$ cat config.mk
export PLATFORM = sky130hd
export DESIGN_NAME = sqdc_top
export DESIGN_NICKNAME = d
export VERILOG_FILES = /design/src/hw/sqdc_pkg.sv /design/src/hw/sqdc_top.sv /design/src/hw/sqdc_timer.sv /design/src/hw/sqdc_deglitch.sv
export SDC_FILE = /design/constraint.sdc
export NUM_CORES = 1
export LEC_CHECK = 0
export ABC_AREA = 1
export BUFFER_PORTS_ARGS = -buffer_cell sky130_fd_sc_hd__buf_2
export CORE_MARGIN = 2
export CORE_UTILIZATION = 50
export CTS_BUF_LIST = sky130_fd_sc_hd__clkbuf_8
export CTS_CLUSTER_SIZE = 28
export DETAILED_ROUTE_END_ITERATION = 8
export PLACE_DENSITY = 0.66
export REMOVE_ABC_BUFFERS = 1
export SETUP_SLACK_MARGIN = 0.15
export SYNTH_ARGS = -nofsm -noshare
export SYNTH_HDL_FRONTEND = slang
export SYNTH_SLANG_ARGS = --single-unit
export TNS_END_PERCENT = 30
$ cat constraint.sdc
create_clock -name core_clk_i -period 18.2 [get_ports core_clk_i]
set_input_delay 1.82 -clock core_clk_i [delete_from_list [all_inputs] [get_ports core_clk_i]]
set_output_delay 1.82 -clock core_clk_i [all_outputs]
set_load 0.01 [all_outputs]
$ cat src/hw/sqdc_pkg.sv
// constants shared by the squib arming and deploy control block
package sqdc_pkg;
  localparam int SQDC_NCH = 8;
  localparam int SQDC_CLK_HZ = 20000000;
  localparam int SQDC_CYC_PER_US = SQDC_CLK_HZ / 1000000;
  // timing figures in microseconds and derived cycle counts
  localparam int SQDC_DEPLOY_US = 2000;
  localparam int SQDC_DEPLOY_CYC = SQDC_DEPLOY_US * SQDC_CYC_PER_US;
  localparam int SQDC_PST_US = 250000;
  localparam int SQDC_PST_CYC = SQDC_PST_US * SQDC_CYC_PER_US;
  localparam int SQDC_GLITCH_US = 10;
  localparam int SQDC_GLITCH_CYC = SQDC_GLITCH_US * SQDC_CYC_PER_US;
  localparam int SQDC_MOS_US = 100;
  localparam int SQDC_MOS_CYC = SQDC_MOS_US * SQDC_CYC_PER_US;
  // transfer lengths
  localparam int SQDC_DRV_BITS = 16;
  localparam int SQDC_ARM_BITS = 8;
  // driver-port word fields
  localparam int SQDC_MODE_MSB = 15;
  localparam int SQDC_MODE_LSB = 14;
  localparam logic [1:0] SQDC_MODE_REG = 2'h0;
  localparam logic [1:0] SQDC_MODE_CMD = 2'h1;
  localparam logic [1:0] SQDC_MODE_DIAG = 2'h2;
  localparam logic [1:0] SQDC_MODE_MON = 2'h3;
  localparam int SQDC_CMD_EN_BIT = 8;
  localparam int SQDC_MON_CH_MSB = 13;
  localparam int SQDC_MON_CH_LSB = 11;
  localparam int SQDC_SRC_CH_MSB = 10;
  localparam int SQDC_SRC_CH_LSB = 8;
  localparam int SQDC_CONT_BIT = 7;
  localparam int SQDC_MOS_LO_BIT = 6;
  localparam int SQDC_MOS_HI_BIT = 5;
  localparam int SQDC_ISRC_BIT = 2;
  localparam int SQDC_ISINK_BIT = 1;
  localparam int SQDC_IBIAS_BIT = 0;
  // response headers, top three bits; the diagnostic header is top two
  localparam logic [2:0] SQDC_HDR_REG = 3'h0;
  localparam logic [2:0] SQDC_HDR_CMD = 3'h2;
  localparam logic [1:0] SQDC_HDR_DIAG = 2'h2;
  localparam logic [2:0] SQDC_HDR_STAT = 3'h6;
  localparam logic [15:0] SQDC_RESP_FAULT = 16'he000;
  localparam logic [15:0] SQDC_RESP_RST = 16'h0000;
endpackage

$ cat src/hw/sqdc_top.sv
// squib arming, deployment and diagnostic switch control
// Functional notes
// - one pulse stretch timer per channel, two sources
// - arming uses its own byte-wide serial port
// - arming chip select end latches bits, starts timers
// - deploy needs enable pin plus crossed timer source
// - deploy drives both sides fixed time, unstoppable
// - deploy enable starts timer at chip select fall
// - same-source enable reloads a running timer
// - deploy disable stops only deploy-started timer
// - arming enable starts; arming disable stops own only
// - arming commands ignored during any deployment
// - register and diagnostic messages faulted during deploy
// - command mode skips deploying channels during deploy
// - monitor runs for all, reply next transfer
// - enable pin permits drivers, cannot abort deploy
// - enable low: MOS check drivers off, diagnostics still run
// - enable low blocks deploy start, status still reports
// - arming starts timer regardless of enable pin
// - enable pin changes never touch running timers
// - enable pin passes through de-glitch filter
// - serial command switches sources and sinks; pulldown follows bias
// - source channel independent of monitored channel
// - continuity diagnostic turns bias on selected channel
// - driver transfer not sixteen clocks is faulted
// - arming transfer not multiple of eight discarded
// - top two bits pick driver message mode
`timescale 1ns/1ps
module sqdc_top
  import sqdc_pkg::*;
#(
  parameter int DEPLOY_CYCLES = sqdc_pkg::SQDC_DEPLOY_CYC,
  parameter int PST_CYCLES = sqdc_pkg::SQDC_PST_CYC,
  parameter int GLITCH_CYCLES = sqdc_pkg::SQDC_GLITCH_CYC,
  parameter int MOS_CYCLES = sqdc_pkg::SQDC_MOS_CYC
) (
  input wire logic core_clk_i,                     // 20 MHz core clock
  input wire logic rst_i,                          // async reset, high
  input wire logic sclk_a_i,                       // arming port bit clock
  input wire logic cs_a_i,                         // arming port select, high
  input wire logic mosi_a_i,                       // arming port data in
  output logic miso_a_o,                           // arming port data out
  output logic miso_a_oe_o,                        // arming data out enable
  input wire logic sclk_i,                         // driver port bit clock
  input wire logic cs_d_i,                         // driver port select, high
  input wire logic mosi_i,                         // driver port data in
  output logic miso_o,                             // driver port data out
  output logic miso_oe_o,                          // driver data out enable
  input wire logic deploy_enable_pin_i,            // deploy enable pin
  input wire logic [sqdc_pkg::SQDC_NCH-1:0] battery_short_threshold_i, // sqh above threshold
  input wire logic [sqdc_pkg::SQDC_NCH-1:0] ground_short_threshold_i, // sql below threshold
  output logic [sqdc_pkg::SQDC_NCH-1:0] high_side_output_o, // high side driver on
  output logic [sqdc_pkg::SQDC_NCH-1:0] low_side_output_o, // low side driver on
  output logic [sqdc_pkg::SQDC_NCH-1:0] isrc_en_o, // source current on
  output logic [sqdc_pkg::SQDC_NCH-1:0] isink_en_o, // sink current on
  output logic [sqdc_pkg::SQDC_NCH-1:0] ibias_en_o, // bias current on
  output logic [sqdc_pkg::SQDC_NCH-1:0] high_side_pulldown_o, // sqh pulldown on
  output logic [2:0] monitor_sel_o                 // monitored channel
);
  import sqdc_pkg::*;

  localparam int NS = 7 + 2 * SQDC_NCH;
  typedef enum logic [1:0] {SQDC_MOS_IDLE, SQDC_MOS_LOW, SQDC_MOS_HIGH} sqdc_mos_t;

  // two-stage synchronisers for every pin
  logic [NS-1:0] sync1_q, sync2_q;
  logic sclk_a_prev_q, cs_a_prev_q, sclk_prev_q, cs_d_prev_q;
  logic s_sclk_a, s_cs_a, s_mosi_a, s_sclk, s_cs_d, s_mosi, s_den;
  logic [SQDC_NCH-1:0] s_batt, s_gnd;
  logic den_f;

  always_ff @(posedge core_clk_i or posedge rst_i)
  begin
    if (rst_i)
    begin
      sync1_q <= '0;
      sync2_q <= '0;
    end
    else
    begin
      sync1_q <= {ground_short_threshold_i, battery_short_threshold_i, deploy_enable_pin_i,
                  mosi_i, cs_d_i, sclk_i, mosi_a_i, cs_a_i, sclk_a_i};
      sync2_q <= sync1_q;
    end
  end

  assign {s_gnd, s_batt, s_den, s_mosi, s_cs_d, s_sclk, s_mosi_a, s_cs_a, s_sclk_a} = sync2_q;

  always_ff @(posedge core_clk_i or posedge rst_i)
  begin
    if (rst_i)
    begin
      sclk_a_prev_q <= 1'b0;
      cs_a_prev_q <= 1'b0;
      sclk_prev_q <= 1'b0;
      cs_d_prev_q <= 1'b0;
    end
    else
    begin
      sclk_a_prev_q <= s_sclk_a;
      cs_a_prev_q <= s_cs_a;
      sclk_prev_q <= s_sclk;
      cs_d_prev_q <= s_cs_d;
    end
  end

  sqdc_deglitch #(.CYCLES(GLITCH_CYCLES)) u_den_filter (
    .core_clk_i(core_clk_i),
    .rst_i(rst_i),
    .in_i(s_den),
    .out_o(den_f)
  );

  logic a_start, a_end, a_rise, a_fall, d_start, d_end, d_rise, d_fall;
  assign a_start = s_cs_a & ~cs_a_prev_q;
  assign a_end = ~s_cs_a & cs_a_prev_q;
  assign a_rise = s_cs_a & s_sclk_a & ~sclk_a_prev_q;
  assign a_fall = s_cs_a & ~s_sclk_a & sclk_a_prev_q;
  assign d_start = s_cs_d & ~cs_d_prev_q;
  assign d_end = ~s_cs_d & cs_d_prev_q;
  assign d_rise = s_cs_d & s_sclk & ~sclk_prev_q;
  assign d_fall = s_cs_d & ~s_sclk & sclk_prev_q;

  // per-channel state
  logic [SQDC_NCH-1:0] pst_busy, pst_load, pst_stop, pst_src_dep_q, pst_src_dep_d;
  logic [SQDC_NCH-1:0] dep_busy, fire, deployed_q;
  logic deploying;
  assign deploying = |dep_busy;

  genvar g;
  generate
    for (g = 0; g < SQDC_NCH; g++)
    begin : g_ch
      sqdc_timer #(.CYCLES(PST_CYCLES)) u_pst (
        .core_clk_i(core_clk_i),
        .rst_i(rst_i),
        .load_i(pst_load[g]),
        .stop_i(pst_stop[g]),
        .busy_o(pst_busy[g])
      );
      sqdc_timer #(.CYCLES(DEPLOY_CYCLES)) u_deploy (
        .core_clk_i(core_clk_i),
        .rst_i(rst_i),
        .load_i(fire[g]),
        .stop_i(1'b0),
        .busy_o(dep_busy[g])
      );
    end
  endgenerate

  // arming port: byte shift register doubles as daisy-chain pass-through
  logic [SQDC_ARM_BITS-1:0] arm_sr_q;
  logic [2:0] arm_cnt_q;
  logic arm_any_q, arm_latch;

  always_ff @(posedge core_clk_i or posedge rst_i)
  begin
    if (rst_i)
    begin
      arm_sr_q <= '0;
      arm_cnt_q <= '0;
      arm_any_q <= 1'b0;
      miso_a_o <= 1'b0;
    end
    else if (a_start)
    begin
      arm_sr_q <= pst_busy & ~pst_src_dep_q;
      arm_cnt_q <= '0;
      arm_any_q <= 1'b0;
      miso_a_o <= pst_busy[SQDC_NCH-1] & ~pst_src_dep_q[SQDC_NCH-1];
    end
    else if (a_rise)
    begin
      arm_sr_q <= {arm_sr_q[SQDC_ARM_BITS-2:0], s_mosi_a};
      arm_cnt_q <= arm_cnt_q + 3'h1;
      arm_any_q <= 1'b1;
    end
    else if (a_fall)
      miso_a_o <= arm_sr_q[SQDC_ARM_BITS-1];
  end

  assign miso_a_oe_o = s_cs_a;
  // whole bytes only, and nothing during a deployment
  assign arm_latch = a_end & arm_any_q & (arm_cnt_q == 3'h0) & ~deploying;

  // driver port receive, count and transmit
  logic [SQDC_DRV_BITS-1:0] drv_sr_q, tx_q, resp_q, resp_d;
  logic [4:0] drv_cnt_q;
  logic drv_ok;

  always_ff @(posedge core_clk_i or posedge rst_i)
  begin
    if (rst_i)
    begin
      drv_sr_q <= '0;
      drv_cnt_q <= '0;
      tx_q <= '0;
      miso_o <= 1'b0;
    end
    else if (d_start)
    begin
      drv_cnt_q <= '0;
      tx_q <= resp_q;
      miso_o <= resp_q[SQDC_DRV_BITS-1];
    end
    else if (d_rise)
    begin
      drv_sr_q <= {drv_sr_q[SQDC_DRV_BITS-2:0], s_mosi};
      if (drv_cnt_q != 5'h11)
        drv_cnt_q <= drv_cnt_q + 5'h1;
    end
    else if (d_fall)
    begin
      tx_q <= {tx_q[SQDC_DRV_BITS-2:0], 1'b0};
      miso_o <= tx_q[SQDC_DRV_BITS-2];
    end
  end

  assign miso_oe_o = s_cs_d;
  assign drv_ok = d_end & (drv_cnt_q == 5'(SQDC_DRV_BITS));

  logic [1:0] mode;
  logic cmd_go, diag_go, reg_go, mon_go;
  assign mode = drv_sr_q[SQDC_MODE_MSB:SQDC_MODE_LSB];
  assign cmd_go = drv_ok & (mode == SQDC_MODE_CMD);
  assign diag_go = drv_ok & (mode == SQDC_MODE_DIAG) & ~deploying;
  assign reg_go = drv_ok & (mode == SQDC_MODE_REG) & ~deploying;
  assign mon_go = drv_ok & (mode == SQDC_MODE_MON);

  // timer start, reload, stop and deployment trigger per channel
  always_comb
  begin
    pst_load = '0;
    pst_stop = '0;
    fire = '0;
    pst_src_dep_d = pst_src_dep_q;
    for (int c = 0; c < SQDC_NCH; c++)
    begin
      if (arm_latch)
      begin
        if (arm_sr_q[c])
        begin
          if (pst_busy[c] && pst_src_dep_q[c])
          begin
            if (den_f && !dep_busy[c])
              fire[c] = 1'b1;
          end
          else
          begin
            pst_load[c] = 1'b1;
            pst_src_dep_d[c] = 1'b0;
          end
        end
        else if (pst_busy[c] && !pst_src_dep_q[c])
          pst_stop[c] = 1'b1;
      end
      // deploying channel untouched by command mode
      if (cmd_go && !dep_busy[c])
      begin
        if (drv_sr_q[c] && drv_sr_q[SQDC_CMD_EN_BIT] && den_f)
        begin
          if (pst_busy[c] && !pst_src_dep_q[c])
            fire[c] = 1'b1;
          else if (!pst_load[c])
          begin
            pst_load[c] = 1'b1;
            pst_src_dep_d[c] = 1'b1;
          end
        end
        else if (drv_sr_q[c] && !drv_sr_q[SQDC_CMD_EN_BIT] && pst_busy[c] && pst_src_dep_q[c])
          pst_stop[c] = 1'b1;
      end
      // a started deployment consumes the timer
      if (fire[c])
      begin
        pst_load[c] = 1'b0;
        pst_stop[c] = 1'b1;
      end
    end
  end

  // pst_busy falls at expiry, after which no command can fire
  // den_f is read when firing and when command mode starts a timer, never to stop one
  always_ff @(posedge core_clk_i or posedge rst_i)
  begin
    if (rst_i)
    begin
      pst_src_dep_q <= '0;
      deployed_q <= '0;
    end
    else
    begin
      pst_src_dep_q <= pst_src_dep_d;
      deployed_q <= deployed_q | fire;
    end
  end

  // diagnostic switches and MOS check
  logic [2:0] src_ch, mos_ch_q;
  logic [SQDC_NCH-1:0] onehot;
  logic mos_busy, mos_load, mos_stop, diag_fail_q, pre_bad;
  sqdc_mos_t mos_st_q;

  assign src_ch = drv_sr_q[SQDC_SRC_CH_MSB:SQDC_SRC_CH_LSB];
  assign onehot = SQDC_NCH'(1) << src_ch;
  assign pre_bad = s_batt[src_ch] | s_gnd[src_ch];

  always_ff @(posedge core_clk_i or posedge rst_i)
  begin
    if (rst_i)
    begin
      isrc_en_o <= '0;
      isink_en_o <= '0;
      ibias_en_o <= '0;
      monitor_sel_o <= '0;
    end
    else if (diag_go)
    begin
      isrc_en_o <= drv_sr_q[SQDC_ISRC_BIT] ? onehot : '0;
      isink_en_o <= drv_sr_q[SQDC_ISINK_BIT] ? onehot : '0;
      ibias_en_o <= (drv_sr_q[SQDC_IBIAS_BIT] | drv_sr_q[SQDC_CONT_BIT]) ? onehot : '0;
      monitor_sel_o <= drv_sr_q[SQDC_MON_CH_MSB:SQDC_MON_CH_LSB];
    end
  end

  assign high_side_pulldown_o = ibias_en_o;

  assign mos_load = diag_go & (drv_sr_q[SQDC_MOS_LO_BIT] | drv_sr_q[SQDC_MOS_HI_BIT]) & ~pre_bad;
  assign mos_stop = (mos_st_q != SQDC_MOS_IDLE) & (s_batt[mos_ch_q] | s_gnd[mos_ch_q]);

  sqdc_timer #(.CYCLES(MOS_CYCLES)) u_mos (
    .core_clk_i(core_clk_i),
    .rst_i(rst_i),
    .load_i(mos_load),
    .stop_i(mos_stop),
    .busy_o(mos_busy)
  );

  always_ff @(posedge core_clk_i or posedge rst_i)
  begin
    if (rst_i)
    begin
      mos_st_q <= SQDC_MOS_IDLE;
      mos_ch_q <= '0;
      diag_fail_q <= 1'b0;
    end
    else if (diag_go)
    begin
      mos_ch_q <= src_ch;
      diag_fail_q <= (drv_sr_q[SQDC_MOS_LO_BIT] | drv_sr_q[SQDC_MOS_HI_BIT]) & pre_bad;
      if (mos_load)
        mos_st_q <= drv_sr_q[SQDC_MOS_LO_BIT] ? SQDC_MOS_LOW : SQDC_MOS_HIGH;
      else
        mos_st_q <= SQDC_MOS_IDLE;
    end
    else if (!mos_busy && !mos_load)
      mos_st_q <= SQDC_MOS_IDLE;
  end

  // drivers: deployment ignores the enable pin once begun, diagnostics need it
  always_comb
  begin
    high_side_output_o = dep_busy;
    low_side_output_o = dep_busy;
    if (den_f && mos_busy)
    begin
      unique case (mos_st_q)
        SQDC_MOS_LOW: low_side_output_o[mos_ch_q] = 1'b1;
        SQDC_MOS_HIGH: high_side_output_o[mos_ch_q] = 1'b1;
        SQDC_MOS_IDLE: ;
      endcase
    end
  end

  // reply for the next transfer
  always_comb
  begin
    resp_d = resp_q;
    if (d_end)
    begin
      if (!drv_ok)
        resp_d = SQDC_RESP_FAULT;
      else
      begin
        unique case (mode)
          SQDC_MODE_REG: resp_d = deploying ? SQDC_RESP_FAULT
                                 : {SQDC_HDR_REG, 5'h0, deployed_q};
          SQDC_MODE_CMD: resp_d = {SQDC_HDR_CMD, 5'h0, drv_sr_q[7:0]};
          SQDC_MODE_DIAG: resp_d = deploying ? SQDC_RESP_FAULT
                                  : {SQDC_HDR_DIAG, diag_fail_q, 5'h0,
                                     s_batt[monitor_sel_o], s_gnd[monitor_sel_o], 6'h0};
          SQDC_MODE_MON: resp_d = {SQDC_HDR_STAT, 5'h0, dep_busy};
        endcase
      end
    end
  end

  always_ff @(posedge core_clk_i or posedge rst_i)
  begin
    if (rst_i)
      resp_q <= SQDC_RESP_RST;
    else
      resp_q <= resp_d;
  end
endmodule

$ cat src/hw/sqdc_timer.sv
// down-counting one-shot timer with load and stop
`timescale 1ns/1ps
module sqdc_timer #(
  parameter int CYCLES = 16
) (
  input wire logic core_clk_i, // core clock
  input wire logic rst_i,      // async reset, high
  input wire logic load_i,     // start or reload
  input wire logic stop_i,     // stop early
  output logic busy_o          // running
);
  localparam int CW = $clog2(CYCLES + 1);
  logic [CW-1:0] cnt_q;

  always_ff @(posedge core_clk_i or posedge rst_i)
  begin
    if (rst_i)
      cnt_q <= '0;
    else if (load_i)
      cnt_q <= CW'(CYCLES);
    else if (stop_i)
      cnt_q <= '0;
    else if (cnt_q != '0)
      cnt_q <= cnt_q - 1'b1;
  end

  // validity ends exactly when the count reaches zero
  assign busy_o = (cnt_q != '0);
endmodule

$ cat src/hw/sqdc_deglitch.sv
// level filter: output follows input only after it is stable long enough
`timescale 1ns/1ps
module sqdc_deglitch #(
  parameter int CYCLES = 16
) (
  input wire logic core_clk_i, // core clock
  input wire logic rst_i,      // async reset, high
  input wire logic in_i,       // synchronised level
  output logic out_o           // filtered level
);
  localparam int CW = $clog2(CYCLES + 1);
  logic [CW-1:0] cnt_q;

  always_ff @(posedge core_clk_i or posedge rst_i)
  begin
    if (rst_i)
    begin
      cnt_q <= '0;
      out_o <= 1'b0;
    end
    else if (in_i == out_o)
      cnt_q <= '0;
    else if (cnt_q == CW'(CYCLES - 1))
    begin
      cnt_q <= '0;
      out_o <= in_i;
    end
    else
      cnt_q <= cnt_q + 1'b1;
  end
endmodule

==> results of run 1 <==
==> placed cells by master (no fill, tap or decap), types with 21 or more instances in the layout <==
cell type,synthesis,final
buf_2,10,79
or2_2,26,26
inv_1,353,377
xnor2_1,68,68
a21oi_1,117,117
ha_1,31,31
nand2_1,608,608
nand2_2,37,37
nor3_1,87,87
xor2_1,182,182
o21ai_0,125,125
dfrtp_1,492,492
nor2_4,21,21
clkbuf_8,0,109
nor2_1,526,526
nand3_1,234,234
nand3_2,21,21
nor2_2,50,50
nand4_1,39,39
==> registers in the layout, indices dropped and copies added, names as in the netlist, 11 cells and up <==
signal	count
g_ch.u_pst.cnt_q	184
g_ch.u_deploy.cnt_q	128
sync1_q	23
sync2_q	23
drv_sr_q	16
tx_q	15
resp_q	11
u_mos.cnt_q	11
==> Yosys cell counts (4+ instances only) <==
cell / instances
ha_1: 31
o221ai_1: 6
nand3_2: 21
nand2_4: 11
inv_1: 353
xor2_1: 182
clkbuf_1: 26
buf_2: 10
a211oi_1: 7
nor2_1: 526
buf_6: 8
or2_2: 26
nand2_2: 37
nor2_4: 21
o21ai_4: 4
buf_4: 15
o22ai_1: 11
o31ai_1: 8
nand4_1: 39
nand2_1: 608
o211ai_1: 8
o21ai_2: 4
nand3_1: 234
o21ai_1: 6
nor3b_1: 9
xnor2_1: 68
nand3b_1: 18
inv_2: 14
nor2_2: 50
dfrtp_1: 492
nor3_1: 87
o21ai_0: 125
a21oi_1: 117
==> worst min path at each step <==
stage | to | cells past startpoint | start | slack (ns)
floorplan | sync2_q[0]$_DFF_PP0_ | 0 | sync1_q[0]$_DFF_PP0_ | 0.33
global placement | sync2_q[4]$_DFF_PP0_ | 0 | sync1_q[4]$_DFF_PP0_ | 0.33
detailed placement | sync2_q[16]$_DFF_PP0_ | 0 | sync1_q[16]$_DFF_PP0_ | 0.33
CTS | sync2_q[16]$_DFF_PP0_ | 0 | sync1_q[16]$_DFF_PP0_ | 0.35
global route | sync2_q[12]$_DFF_PP0_ | 0 | sync1_q[12]$_DFF_PP0_ | 0.35
finish | sync2_q[16]$_DFF_PP0_ | 0 | sync1_q[16]$_DFF_PP0_ | 0.34
==> stage by stage <==
| stage | hold WS (ns) | std cells | utilization (%) |
|---|---|---|---|
| 6_report | 0.344 | 4073 | 56.0 |
| 3_3_place_gp | 0.333 | 3926 | 52.7 |
| 4_1_cts | 0.346 | 4073 | 56.0 |
| 5_1_grt | 0.354 | 4073 | 56.0 |
| 2_1_floorplan | 0.331 | 3158 | - |
| 3_5_place_dp | 0.335 | 3926 | 52.7 |
==> critical path, cell delays in order (launching register included) <==
cell	delay, ns
dfrtp_1	0.36
inv_1	0.10
ha_1	0.22
inv_1	0.06
nor3_1	0.26
nand4_1	0.37
nand4_1	0.34
o21ai_0	0.14
buf_2	0.17
==> cells by family after synthesis <==
logic type               after synthesis  share of synthesized area, %
multiplexers                           1                        0.0430
buffers and inverters                431                          6.71
AND/OR/NAND/NOR                     1707                          29.8
AO/OA/AOI/OAI                        308                          6.61
XOR/XNOR                             250                          8.35
flip-flops                           492                          47.0
adder cells (fa/ha/maj)               31                          1.48
==> metal layers <==
metal | up-vias | wire (um)
met5 | - | 0
met4 | 0 | 1540
met3 | 112 | 2780
met2 | 442 | 27900
met1 | 10100 | 28000
li1 | 10500 | -
==> cell type report <==
class	instances	share of cell area [%]
sequential	492	42.6
timing repair buffer	88	1.65
clock inverter	38	0.736
inverter	369	4.82
multi-input combinational	2297	42.0
clock buffer	109	5.19
tap	680	2.95
==> power by group <==
part	switching, mW	internal, mW	leakage [nW]
registers	0.201	1.30	6.43
clock network	0.464	0.552	0.977
logic	0.403	0.312	7.67
total	1.07	2.16	15.1
==> flow_summary.toml, run 1 <==
[floorplan]
die_height_um = 233
fp.dieW_um = 233
num_io_pins = 80
num_rows = 83
coreArea_um2 = 51600
die_area_um2 = 54300
initial_core_util_pct = 50.8

[worst_setup_path]
critPathRequiredTime_ns = 16.38
r2r_start = "g_ch[2].u_deploy.cnt_q[0]$_DFFE_PP0P_"
path_max_fanout = 8
cp-end-kind = "output pin"
crit_type = "flip-flop to output pin"
start_kind = "flip-flop"
arrival_ns = 2.71
rr_worst_depth = 15
rr_endpoint = "g_ch[4].u_pst.cnt_q[1]$_DFFE_PP0P_"
cp-endpoint = "high_side_output_o[0]"
cp-startpoint = "u_mos.cnt_q[0]$_DFFE_PP0P_"
r2r_slack_ns = 14.68

[timing]
finalHoldViolCount = 0
rsz0062_at_grt = "false"
fin_ws_ns = 13.67
slew_headroom_pct = 15.8
worstMarginPinSlew_ns = 1.26
finalCritPeriodShare_pct = 24.9
finalClockSkew_ns = 0.0391
min_period_ns = 4.53
fmaxAchievable_ghz = 0.221
tns_ns = 0
setup_viol = 0
drv_slew = 0

[clock_tree]
clk_pin_slew_ns = 0.06
cts.sinks = 492
postCtsHoldBufs = 0
cts_tree = "done"
post-cts-setup-buffers = 0
cts-root-buf = "clkbuf_8"
ctsResizeCount = 0
cts_max_level = 3
cts_buffer_depth = 3
cts_buffers = 84
insertion_delay_ns = 0.69

[place]
post_dp_cell_area_um2 = 27200
io_buffers = 79
dp_hpwl_um = 42300
place_ws_ns = 13.75
place.gp.congestion = 0.868

[cells_and_area]
multiInputGateArea_um2 = 12100
area_growth_pct = 10.2
diodes = 0
drive_above_1_share_pct = 12.1
nFillCells = 4671
nets = 3388
final_area_um2 = 28900
register_area_um2 = 12300

[grt]
met2_usage_pct = 36.3
grt_max_degree = 155
use_met1_pct = 31.2
grt_usage_pct = 22.8
met3_usage_pct = 4.51
grt_overflow = 0
grt_pass1_vias = 20400
antenna_found_initial = 0
grt_pass1_wl_um = 101000
grt_busiest_layer = "met2"

[route]
dr.pass1.iters = 5
post_drt_wl_per_cell_um = 14.8
ant_nets = 0
drcViolationCount = 0
drt_iter0_drc = 1582
vias = 21100
avgViaCountPerCell = 5.18
drt_wl_total_um = 60200

[synth]
synth-seq-cells = 492
syn-instance-count = 3220
synth_edf_count = 0
synth_area_leaders = "dfrtp_1 47%, nand2_1 8.7%, nor2_1 7.5%"
ys_seq_area_share_pct = 47.0
yosys.area.top_type = "dfrtp_1"
syn-cell-area_um2 = 26200
synthDistinctLibCells = 55
synth_warnings = 0
synthesis.area_per_instance_um2 = 8.14
ys.flop_type = "dfrtp_1"
async_flop_share_pct = 100
synth_top_area_share_pct = 47.0

[flow_run]
drv_cap = 0

[power]
peakVddDrop_mv = 0.0905
p_per_area_nw_per_um2 = 112
finalPower_mw = 3.23
leakage_nw = 15.1

[min_path]
hold_path_class = "flip-flop to flip-flop"

[outcome]
outcome = "finished, final reports clean"
No activity file was read; power rests on OpenSTA's default activity.
==> run 2: changes to the inputs <==
- ABC_AREA: 1 -> 0
- PLACE_DENSITY: 0.66 -> 0.69
- clock period: 18.2 -> 3.7 ns (I/O delays scaled with it)
==> flow_summary.toml, run 2 <==
[timing]
fmaxAchievable_ghz = 0.288
hold_slack_ns = 0.320
slew_headroom_pct = 34.9
finalHoldViolCount = 0
fin_ws_ns = 0.233
drv_slew = 0
setup_viol = 0
finalClockSkew_ns = 0.0480
min_period_ns = 3.47
rsz0062_at_grt = "true"
worstMarginPinSlew_ns = 0.974
finalCritPeriodShare_pct = 93.7

[place]
place_ws_ns = 0.0690
dp_hpwl_um = 41200
io_buffers = 79
dpl.cell_count = 3179
post_dp_cell_area_um2 = 25900
place.gp.congestion = 0.939

[clock_tree]
cts_max_level = 3
cts_buffer_depth = 3
cts-root-buf = "clkbuf_8"
insertion_delay_ns = 0.69
cts.sinks = 492
cts_buffers = 83
clk_pin_slew_ns = 0.06
cts_tree = "done"

[worst_setup_path]
path_max_fanout = 15
rr_worst_depth = 12
r2r_start = "g_ch[7].u_deploy.cnt_q[0]$_DFFE_PP0P_"
cp-end-kind = "flip-flop"
r2r_slack_ns = 0.23
critPathRequiredTime_ns = 4.24
arrival_ns = 4.01
crit_type = "flip-flop to flip-flop"
start_kind = "flip-flop"
rr_endpoint = "g_ch[2].u_pst.cnt_q[1]$_DFFE_PP0P_"

[synth]
synth_edf_count = 0
syn-instance-count = 2490
ys_seq_area_share_pct = 50.6
synth-seq-cells = 492
synthDistinctLibCells = 89
synth_warnings = 0
syn-cell-area_um2 = 24300
async_flop_share_pct = 100
synth_area_leaders = "dfrtp_1 51%, xnor2_1 5.0%, xor2_1 4.8%"
synthTopCellsByCount = "492 x dfrtp_1, 302 x nand2_1, 266 x nor2_1"
ys.flop_type = "dfrtp_1"
yosys.area.top_type = "dfrtp_1"
synthesis.area_per_instance_um2 = 9.77
yosysMostFrequentCell = "dfrtp_1"
synth_top_area_share_pct = 50.6

[floorplan]
num_io_pins = 80
initial_core_util_pct = 50.8
fp.dieW_um = 225
num_rows = 80
die_area_um2 = 50400
die_height_um = 225
coreArea_um2 = 47800

[cells_and_area]
nFillCells = 4030
largest-register = "g_ch.u_pst.cnt_q"
largest_reg_flops = 184
final_area_um2 = 28000
mostFrequentLayoutCells = "492 x dfrtp_1, 302 x nand2_1, 266 x nor2_1"
nets = 2730
register_area_um2 = 12300
stdcell_count = 3355
drive_above_1_share_pct = 14.3
utilization_pct = 58.6
final_common_cell = "dfrtp_1"
reg.largest.list = "g_ch.u_pst.cnt_q: 184 flops, g_ch.u_deploy.cnt_q: 128 flops"
multiInputGateArea_um2 = 11500
area_growth_pct = 15.2

[power]
p_clk_share_pct = 34.8
p_comb_share_pct = 16.7
power_switching_mw = 4.54
p_int_mw = 10.3
peakVddDrop_mv = 0.496
p_per_area_nw_per_um2 = 531
leakage_nw = 13.3
pwr-share-seq_pct = 48.5
swShare_pct = 30.5

[route]
avgViaCountPerCell = 5.76
ant_nets = 0
drcViolationCount = 0
vias = 19300
drt_iter0_drc = 1437
dr.pass1.iters = 6
drt_wl_total_um = 59300
post_drt_wl_per_cell_um = 17.7

[grt]
grt_max_degree = 106
grt_overflow = 0
antenna_found_initial = 1
grt_pass1_vias = 19000
grt_usage_pct = 23.9
grt_pass1_wl_um = 97600

[min_path]
hold_depth = 2
hold_path_class = "input pin to flip-flop"
hp-start = "battery_short_threshold_i[0]"
holdPathEnd = "sync1_q[7]$_DFF_PP0_"

[outcome]
outcome = "finished, final reports clean"

[flow_run]
drv_cap = 0
==> run 2: cell types whose count changed after synthesis, sizes merged, moves of 47 or more <==
cell / delta
nand2: -354
nor2: -332
inv: -312
nand3: -164
nor4: +87
xnor2: +72
a21oi: -63
xor2: -49
or4: +48
clkbuf: +47
or3: +47
==> run 2: cell type report <==
class | count | share of cell area, %
flip-flops and latches | 492 | 43.9
multi-input cells | 1841 | 40.9
repair buffers | 201 | 5.28
clock buffers | 102 | 5.01
well taps | 615 | 2.75
clock inverters | 48 | 1.38
inverters | 55 | 0.763
diodes | 1 | 0.00893
==> run 2: critical path: stages, from the launching register on <==
cell	delay, ns
dfrtp_1	0.39
inv_1	0.12
ha_1	0.19
or4b_4	0.51
nor4_4	0.30
buf_4	0.20
nand4_2	0.12
buf_4	0.20
or4_4	0.57
and3_4	0.24
a211oi_4	0.21
buf_6	0.20
a211oi_1	0.07
==> run 2: repair_timing <==
item | 4_1_cts | 5_1_grt
hold buffers | 24 | 0
buffers inserted | 0 | 1
hold endpoints to repair | 121 | 0
setup endpoints to repair | 70 | 195
resized for setup | 3 | 16
pin swaps | 0 | 3
==> run 2: per-stage QoR <==
| stage | power [mW] | setup TNS, ns |
|---|---|---|
| 5_1_grt | 15.8 | 0 |
| 3_5_place_dp | 9.75 | 0 |
| 3_3_place_gp | 9.59 | 0 |
| 4_1_cts | 15.0 | 0 |
| 6_report | 14.9 | 0 |
| 2_1_floorplan | 9.06 | -5128.31 |
==> run 2: cell families (layout without fill, tap and decap cells) <==
logic type	Yosys count	after routing	synth area share [%]
other	0	1	0
multiplexers	56	56	2.72
XOR/XNOR	273	273	9.83
buffers and inverters	157	406	2.66
AND/OR/NAND/NOR	1176	1176	24.5
flip-flops	492	492	50.6
AO/OA/AOI/OAI	305	305	8.05
adder cells (fa/ha/maj)	31	31	1.59
==> run 2: metal layers <==
metal	global-route usage, %	routed length [um]
met3	4.68	3340
met4	8.84	1750
met2	37.4	27500
met5	0	0
met1	33.2	26600
==> run 2: power groups by stage <==
stage	registers (mW)	clock network, mW	logic [mW]
floorplan	7.06	0	2.00
global placement	7.23	0	2.36
detailed placement	7.28	0	2.48
CTS	7.20	5.29	2.51
global route	7.35	5.57	2.87
finish	7.22	5.17	2.49
==> run 2: how the worst max path moves through the flow <==
| stage | start | to | slack, ns | depth (start not counted) |
|---|---|---|---|---|
| 4_1_cts | g_ch[5].u_deploy.cnt_q[0]$_DFFE_PP0P_ | g_ch[2].u_pst.cnt_q[1]$_DFFE_PP0P_ | 0.10 | 11 |
| 2_1_floorplan | rst_i | arm_any_q$_DFFE_PP0P_ | -10.40 | 1 |
| 6_report | g_ch[7].u_deploy.cnt_q[0]$_DFFE_PP0P_ | g_ch[2].u_pst.cnt_q[1]$_DFFE_PP0P_ | 0.23 | 12 |
| 3_3_place_gp | g_ch[5].u_deploy.cnt_q[0]$_DFFE_PP0P_ | g_ch[3].u_pst.cnt_q[22]$_DFFE_PP0P_ | 0.17 | 9 |
| 3_5_place_dp | g_ch[5].u_deploy.cnt_q[0]$_DFFE_PP0P_ | g_ch[3].u_pst.cnt_q[22]$_DFFE_PP0P_ | 0.07 | 9 |
| 5_1_grt | g_ch[3].u_deploy.cnt_q[0]$_DFFE_PP0P_ | g_ch[4].u_pst.cnt_q[1]$_DFFE_PP0P_ | 0.1 | 11 |
